File: src/shared/fdrv_pkg.sv
// Package of constants and carrier types for the flash driver flag and config bank
package fdrv_pkg;

  localparam int          FDRV_DATA_W         = 8;
  localparam int          FDRV_ADDR_W         = 8;

  // Register addresses as seen from the serial engine
  localparam logic [7:0]  FDRV_ADDR_STATUS    = 8'hd0;
  localparam logic [7:0]  FDRV_ADDR_CONFIG1   = 8'he0;

  // Status flag positions
  localparam int          FDRV_FLG_TIMEOUT    = 0;
  localparam int          FDRV_FLG_THERMAL    = 1;
  localparam int          FDRV_FLG_LEDFAULT   = 2;
  localparam int          FDRV_FLG_SYNCONE    = 3;
  localparam int          FDRV_FLG_SYNCTWO    = 4;
  localparam int          FDRV_FLG_THERMISTOR = 5;
  localparam int          FDRV_FLG_FLASHSUP   = 6;
  localparam int          FDRV_FLG_SUPPLY     = 7;
  localparam logic [7:0]  FDRV_STATUS_RESET   = 8'h00;

  // Configuration one field positions
  localparam int          FDRV_CFG_STROBE_EN  = 2;
  localparam int          FDRV_CFG_STROBE_POL = 3;
  localparam int          FDRV_CFG_THERM_MODE = 4;
  localparam int          FDRV_CFG_SYNC1_POL  = 5;
  localparam int          FDRV_CFG_SYNC2_POL  = 6;
  localparam int          FDRV_CFG_LAMP_MODE  = 7;
  localparam logic [7:0]  FDRV_CONFIG1_RESET  = 8'h68;
  localparam logic [7:0]  FDRV_CONFIG1_MASK   = 8'hfc;
  localparam logic [7:0]  FDRV_UNMAPPED_READ  = 8'h00;

  // Inputs that arrive from outside the clock domain, passed through the synchroniser
  typedef struct packed {
    logic strobe;
    logic syncOnePin;
    logic syncTwoPin;
    logic thermistorLow;
    logic supplyLow;
    logic flashSupplyLow;
    logic thermalTrip;
    logic ledFailure;
  } fdrv_pins_type;

  // Register access strobes from the serial engine
  typedef struct packed {
    logic       read;
    logic       write;
    logic [7:0] addr;
    logic [7:0] wdata;
  } fdrv_req_type;

endpackage

File: src/verilog/fdrv_sync.sv
// Two-flop synchroniser for a vector of independent level inputs
`timescale 1ns/10ps
module fdrv_sync #(
  parameter int WIDTH = 8
) (
  input  wire logic             clk_sys,
  input  wire logic             resetn,
  input  wire logic [WIDTH-1:0] asyncIn,
  output logic      [WIDTH-1:0] syncOut
);

  logic [WIDTH-1:0] stageOne;

  // Bits are not coherent with each other; only use for independent levels
  always_ff @(posedge clk_sys or negedge resetn) begin
    if (!resetn) begin
      stageOne <= '0;
      syncOut  <= '0;
    end else begin
      stageOne <= asyncIn;
      syncOut  <= stageOne;
    end
  end

endmodule // fdrv_sync

File: src/verilog/fdrv_flag_config.sv
// Fault and event status register with clear on read, plus configuration register one
//
// Functional notes
// - Reading the status register clears all its flags, which otherwise stay set.
// - Bits 0, 1 and 2 set on flash timeout, thermal shutdown and LED open or short.
// - Bits 3 and 4 set when sync input one or two changes state while in sync mode.
// - Bit 5 needs thermistor mode and a low pin, bit 7 needs the supply monitor and a trip.
// - Bit 6 sets only with the flash-time monitor enabled and a supply drop at turn-on.
// - Config bit 2 enables the strobe pin, which is ignored while it is clear.
// - Config bit 3 picks strobe level, 0 active low and 1 active high.
// - Config bit 4 makes the shared pin a thermistor input instead of an indicator.
// - Config bits 5 and 6 set sync input polarity, 1 active high by default.
// - Config bit 7 makes pin one a torch enable and is cleared after each flash.
`timescale 1ns/10ps
module fdrv_flag_config
  import fdrv_pkg::*;
#(
  parameter int DATA_W = FDRV_DATA_W
) (
  input  wire logic          clk_sys,
  input  wire logic          resetn,
  input  wire fdrv_req_type  regReq,
  output logic [7:0]         regRdata,
  output logic               regRvalid,
  input  wire fdrv_pins_type pinsAsync,
  input  wire logic          flashTimeoutPulse,
  input  wire logic          flashTurnOn,
  input  wire logic          flashDone,
  input  wire logic          supplyMonitorEnable,
  input  wire logic          flashSupplyMonitorEnable,
  input  wire logic          pinOneGpio,
  input  wire logic          pinTwoGpio,
  output logic               strobeFlashRequest,
  output logic               syncOneActive,
  output logic               syncTwoActive,
  output logic               torchRequest,
  output logic               thermistorInputMode,
  output logic [7:0]         configOne
);

  if (DATA_W != 8) begin : gCheck
    $error("fdrv_flag_config supports 8-bit registers only");
  end

  fdrv_pins_type pins;
  logic [7:0]    status;
  logic [7:0]    next_status;
  logic [7:0]    next_configOne;
  logic          syncOnePrev;
  logic          syncTwoPrev;
  logic [7:0]    next_regRdata;
  logic          next_regRvalid;
  logic          next_strobeFlashRequest;
  logic          next_syncOneActive;
  logic          next_syncTwoActive;
  logic          next_torchRequest;
  logic          next_thermistorInputMode;
  logic [7:0]    setMask;
  logic          pinOneSyncMode;
  logic          pinTwoSyncMode;

  fdrv_sync #(
    .WIDTH   ($bits(fdrv_pins_type))
  ) uSync (
    .clk_sys (clk_sys),
    .resetn  (resetn),
    .asyncIn (pinsAsync),
    .syncOut (pins)
  );

  // Active level after polarity correction
  function automatic logic fdrv_level(input logic pin, input logic activeHigh);
    return activeHigh ? pin : ~pin;
  endfunction

  always_comb begin
    pinOneSyncMode = ~configOne[FDRV_CFG_LAMP_MODE] & ~pinOneGpio;
    pinTwoSyncMode = ~pinTwoGpio;
    setMask = 8'h00;
    setMask[FDRV_FLG_TIMEOUT]    = flashTimeoutPulse;
    setMask[FDRV_FLG_THERMAL]    = pins.thermalTrip;
    setMask[FDRV_FLG_LEDFAULT]   = pins.ledFailure;
    setMask[FDRV_FLG_SYNCONE]    = pinOneSyncMode & (pins.syncOnePin ^ syncOnePrev);
    setMask[FDRV_FLG_SYNCTWO]    = pinTwoSyncMode & (pins.syncTwoPin ^ syncTwoPrev);
    setMask[FDRV_FLG_THERMISTOR] = configOne[FDRV_CFG_THERM_MODE] & pins.thermistorLow;
    setMask[FDRV_FLG_SUPPLY]     = supplyMonitorEnable & pins.supplyLow;
    setMask[FDRV_FLG_FLASHSUP]   = flashSupplyMonitorEnable & flashTurnOn
                                   & pins.flashSupplyLow;
  end

  // Status: clear on read, set wins so a coincident event is kept
  always_comb begin
    next_status = status;
    if (regReq.read && regReq.addr == FDRV_ADDR_STATUS) begin
      next_status = 8'h00;
    end
    next_status = next_status | setMask;
  end

  // Config one: hardware clear of torch mode beats a coincident write
  always_comb begin
    next_configOne = configOne;
    if (regReq.write && regReq.addr == FDRV_ADDR_CONFIG1) begin
      next_configOne = regReq.wdata & FDRV_CONFIG1_MASK;
    end
    if (flashDone) begin
      next_configOne[FDRV_CFG_LAMP_MODE] = 1'b0;
    end
  end

  // Read data reflects the value before this cycle's clear
  always_comb begin
    next_regRvalid = regReq.read;
    next_regRdata  = regRdata;
    if (regReq.read) begin
      unique case (regReq.addr)
        FDRV_ADDR_STATUS:  next_regRdata = status;
        FDRV_ADDR_CONFIG1: next_regRdata = configOne & FDRV_CONFIG1_MASK;
        default:           next_regRdata = FDRV_UNMAPPED_READ;
      endcase
    end
  end

  always_comb begin
    next_strobeFlashRequest  = configOne[FDRV_CFG_STROBE_EN]
                               & fdrv_level(pins.strobe, configOne[FDRV_CFG_STROBE_POL]);
    next_syncOneActive       = pinOneSyncMode
                               & fdrv_level(pins.syncOnePin, configOne[FDRV_CFG_SYNC1_POL]);
    next_syncTwoActive       = pinTwoSyncMode
                               & fdrv_level(pins.syncTwoPin, configOne[FDRV_CFG_SYNC2_POL]);
    // Torch enable taken as active high on the shared pin
    next_torchRequest        = configOne[FDRV_CFG_LAMP_MODE] & ~pinOneGpio & pins.syncOnePin;
    next_thermistorInputMode = configOne[FDRV_CFG_THERM_MODE];
  end

  always_ff @(posedge clk_sys or negedge resetn) begin
    if (!resetn) begin
      status              <= FDRV_STATUS_RESET;
      configOne           <= FDRV_CONFIG1_RESET;
      syncOnePrev         <= 1'b0;
      syncTwoPrev         <= 1'b0;
      regRdata            <= 8'h00;
      regRvalid           <= 1'b0;
      strobeFlashRequest  <= 1'b0;
      syncOneActive       <= 1'b0;
      syncTwoActive       <= 1'b0;
      torchRequest        <= 1'b0;
      thermistorInputMode <= 1'b0;
    end else begin
      status              <= next_status;
      configOne           <= next_configOne;
      syncOnePrev         <= pins.syncOnePin;
      syncTwoPrev         <= pins.syncTwoPin;
      regRdata            <= next_regRdata;
      regRvalid           <= next_regRvalid;
      strobeFlashRequest  <= next_strobeFlashRequest;
      syncOneActive       <= next_syncOneActive;
      syncTwoActive       <= next_syncTwoActive;
      torchRequest        <= next_torchRequest;
      thermistorInputMode <= next_thermistorInputMode;
    end
  end

endmodule // fdrv_flag_config

File: config.mk
export PLATFORM = sky130hd
export DESIGN_NAME = fdrv_flag_config
export DESIGN_NICKNAME = d
export VERILOG_FILES = /design/src/shared/fdrv_pkg.sv /design/src/verilog/fdrv_sync.sv /design/src/verilog/fdrv_flag_config.sv
export SDC_FILE = /design/constraint.sdc
export NUM_CORES = 1
export LEC_CHECK = 0
export ABC_AREA = 1
export BUFFER_PORTS_ARGS = -buffer_cell sky130_fd_sc_hd__buf_2
export CAP_MARGIN = 20
export CORE_MARGIN = 5
export CORE_UTILIZATION = 49
export DETAILED_ROUTE_END_ITERATION = 6
export GPL_TIMING_DRIVEN = 0
export PLACE_DENSITY = 0.76
export SYNTH_ARGS = -nofsm -noshare
export SYNTH_HDL_FRONTEND = slang
export SYNTH_HIERARCHICAL = 1
export SYNTH_SLANG_ARGS = --single-unit
export TNS_END_PERCENT = 5
File: constraint.sdc
create_clock -name clk_sys -period 1 [get_ports clk_sys]
set_input_delay 0.1 -clock clk_sys [delete_from_list [all_inputs] [get_ports clk_sys]]
set_output_delay 0.1 -clock clk_sys [all_outputs]
set_load 0.1 [all_outputs]
# Word-level counts from Yosys, hierarchy flattened
# Cells that the tools add are included.
# word_totals
ff_bits	46
output_inout_bits	22
elab_cells	47
in_bits	35
# op_classes
reduce_logical	3
bitwise_logic	21
mux	7
n_eq_ne	2
# op_table
operator	count
$eq 8x8->1 const B	2
$mux 8	2
$pmux 8 s2	1
$and 1x1->1	12
$or 8x8->8	1
$not 1->1	6
$mux 1	4
$logic_and 1x1->1	2
$reduce_bool 2->1	1
$xor 1x1->1	2

# Logic depth before layout (Yosys ltp)
# logic_depth
word_depth	4
mapped_depth	7
ltp_nobuf	6

# By module
# The synthesis kept the hierarchy.
# by_module_without_submodules
module	seq_area_each_um2	area_per_inst_um2	cells_per_inst	n_inst
fdrv_flag_config	754.5	1311.3	138	1
fdrv_sync	400.4	400.4	16	1

# Least setup slack after synthesis
# Ideal clock, no wire load.
# synth_timing
kind	reg2reg
start	register configOne[7]
end	register syncOneActive
t_arrival_ps	1226
required_time_ps	850
slack_ps	-376
synth_period_minus_slack_ps	1376
n_path_buf	0
setup_ps	150
path_stages_with_launch	4
path_cell_list	dfrtp_1 > nor2_1 > o21ai_0 > a21oi_1
# synth_via
elab_chain_cells	3
# synth_lines
element	line	text
from (decl)	fdrv_flag_config.sv:38	output logic [7:0] configOne
from (signal assigned)	fdrv_flag_config.sv:151	configOne <= next_configOne;
$not 1->1	fdrv_flag_config.sv:77	pinOneSyncMode = ~configOne[FDRV_CFG_LAMP_MODE] & ~pinOneGpio;
$and 1x1->1	fdrv_flag_config.sv:77	
$and 1x1->1	fdrv_flag_config.sv:128	& fdrv_level(pins.syncOnePin, configOne[FDRV_CFG_SYNC1_POL]);
via next_syncOneActive	fdrv_flag_config.sv:54	logic next_syncOneActive;
to (signal assigned)	fdrv_flag_config.sv:157	syncOneActive <= next_syncOneActive;
to (decl)	fdrv_flag_config.sv:34	output logic syncOneActive,
# The timed path passes the listed nets, and every way through them passes these cells.
# A chain may end at the register's enable or synchronous reset.

# Worst setup path after layout
# layout_timing
start	register configOne[3]
end	output port configOne[3]
# No word-level cell between the ends.

==> results.yml <==
synth:
  ys_types: 23
  avgSynthCellArea_um2: 11.1
  ys_warn_count: 6
  synth_area_leader_cell: "dfrtp_1"
  synth_area_leaders: "dfrtp_1 63%, nand2_1 8.3%, nand3_1 7.9%"
  synth_top_area_frac: 0.629
  ys_seq_area_frac: 0.675
  synthCells: 154
  syn_area_um2: 1710
  ys_seq_elements: 46
sta:
  tns_ns: -2.40
  final.setup_skew_ns: 0.0136
  timing.final.crit_share: 1.28
  hold_ws_ns: -0.119
  rsz0062_at_grt: "true"
  slew-limit-headroom: 0.357
  finalCriticalPeriod_ns: 1.28
  worstMarginPinSlew_ns: 0.964
  setup_violations: 24
  finalWorstSetupSlack_ns: -0.278
  drv_slew: 0
  fmax_mhz: 782
  hold_viol_final: 43
detailed_routing:
  ant_nets: 0
  drtIter0Drc: 79
  wirelength_um: 4110
  drt_pass1_iterations: 4
  vias: 1403
  wl_per_cell_um: 14.3
  avgViaCountPerCell: 4.89
  drc: 0
final_layout:
  drive_gt1_frac: 0.369
  final_cell_mix: "39 x dfrtp_1, 38 x nand2_1, 32 x buf_2, 27 x nand3_1, 22 x dlygate4sd3_1"
  syn2layout_area_growth_pct: 56.7
  final_nets: 275
  postLayoutCoreUtil: 0.797
  final_common_cell: "dfrtp_1"
  antenna_cells: 0
  fill_cells: 217
power:
  vdd_drop_max_mv: 0.864
  leakage_nw: 1.32
  powerDensity_nw_per_um2: 1350
global_route:
  grt_pass1_wl_um: 6730
  grt_antenna_before_repair: 0
  grt_max_degree: 47
  grt.met3_usage: 0.0596
  grt_usage: 0.179
  grt_overflow: 0
  grt_pass1_vias: 1469
  use_met1: 0.207
  use_met2: 0.293
  grt_busiest_layer: "met2"
clock_tree:
  clk_latency_ns: 0.36
  cts_max_level: 2
  cts_hold_buf: 22
  cts.sink_count: 46
  cts_tree: "done"
  cts_max_path_buffers: 2
  cts_buffers: 5
  cts-root-buf: "clkbuf_4"
  clk_pin_slew_ns: 0.13
setup_path:
  start_kind: "register"
  arrival_ns: 1.18
  cp_slowest_cell: "dfstp_4"
  cp_num_buf_inv: 1
  crit_family: "flip-flops"
  slowest_delay_ns: 0.65
  worstPathMaxFanout: 2
  setup.worst_path.end_class: "output port"
  crit_chain: "buf_12"
  worstSetupPathType: "register to output port"
  cp.required_ns: 0.90
status:
  violations: "hold timing, setup timing"
  status: "finished with violations"
floorplanning:
  die_h_um: 69.1
  io_pins: 57
  rows: 21
  dieArea_um2: 4770
  fp.coreArea_um2: 3360
  start_util: 0.509
  die_x_um: 69.1
min_path:
  hold_path.class: "primary input to async pin"
run:
  maxCapViolations: 0
placed_design:
  port_buffers: 52
  gp_congestion: 0.754
  detailed_place_hpwl_um: 2310
==> cells in the mapped netlist, drive strengths merged <==
library cell	number
a21o	3
a21oi	2
buf	4
conb	1
dfrtp	43
dfstp	3
inv	11
nand2	41
nand3	29
nand4	1
nor2	10
o21ai	3
xnor2	1
xor2	2
==> path summary, 6_finish.rpt <==
path / start / to / slack [ns] / cells after the start
setup / recovery: configOne[3] / configOne[3] / -0.28 / 1
hold / removal: resetn / uSync/stageOne[1] / -0.12 / 1
setup reg to reg: configOne[3] / strobeFlashRequest / -0.10 / 4
hold reg to reg: uSync/stageOne[0] / uSync/syncOut[0] / 0.35 / 0
max in group asynchronous: resetn / configOne[4] / 0.47 / 1
min in group clk_sys: regReq[16] / configOne[3] / 0.03 / 3
==> cells by family after synthesis <==
| kind of cell | Yosys count | share of synthesized area |
|---|---|---|
| buffers and inverters | 15 | 0.0439 |
| xor gates and xnor gates | 3 | 0.0154 |
| AOI/OAI and AO/OA | 8 | 0.0278 |
| DFF | 46 | 0.675 |
| and+or+nand+nor | 81 | 0.236 |
| other | 1 | 0.00219 |
==> metal layers <==
metal  vias to the layer above  part of all wire  routed length (µm)
met1                       675              0.38                1570
li1                        664                 -                   -
met3                        11             0.064                 262
met5                         -                 0                   0
met2                        53              0.53                2160
met4                         0             0.027                 109
==> state kept, by name (all words and copies together), names as in the netlist <==
name                 flops
uSync/syncOut            8
strobeFlashRequest       1
configOne                6
regRdata                 8
syncTwoActive            1
regRvalid                1
torchRequest             1
thermistorInputMode      1
syncOnePrev              1
syncOneActive            1
status                   8
syncTwoPrev              1
uSync/stageOne           8
==> timing repair <==
item,in CTS,in global routing
cloned,0,0
pin swaps,1,0
endpoints found under the setup margin,20,26
hold endpoints to repair,64,43
resized for setup,76,8
setup buffers,3,1
==> where the power goes <==
group | switching, mW | total (mW) | internal [mW]
clock | 0.568 | 1.09 | 0.518
combinational | 0.342 | 0.564 | 0.222
sequential | 0.0417 | 1.97 | 1.93
==> through the flow <==
| step | cell area (µm²) | setup WS, ns | power, mW | cells |
|---|---|---|---|---|
| after floorplan | 1730 | -0.175 | 2.26 | 155 |
| after global placement | 2050 | -0.142 | 2.40 | 253 |
| after detailed placement | 2050 | -0.144 | 2.41 | 253 |
| after CTS | 2640 | -0.295 | 3.62 | 286 |
| after global routing | 2680 | -0.324 | 3.79 | 287 |
| final | 2680 | -0.278 | 3.62 | 287 |
==> layout make-up <==
type	instances	area, µm²	area share
flip-flops and latches	46	1170	0.437
repair buffers	78	803	0.300
multi-input cells	94	497	0.185
well taps	46	57.6	0.0215
inverters	11	41.3	0.0154
clock inverters	3	40.0	0.0149
clock buffers	5	37.5	0.0140
plain buffers	4	33.8	0.0126
No activity file was read; power rests on OpenSTA's default activity.
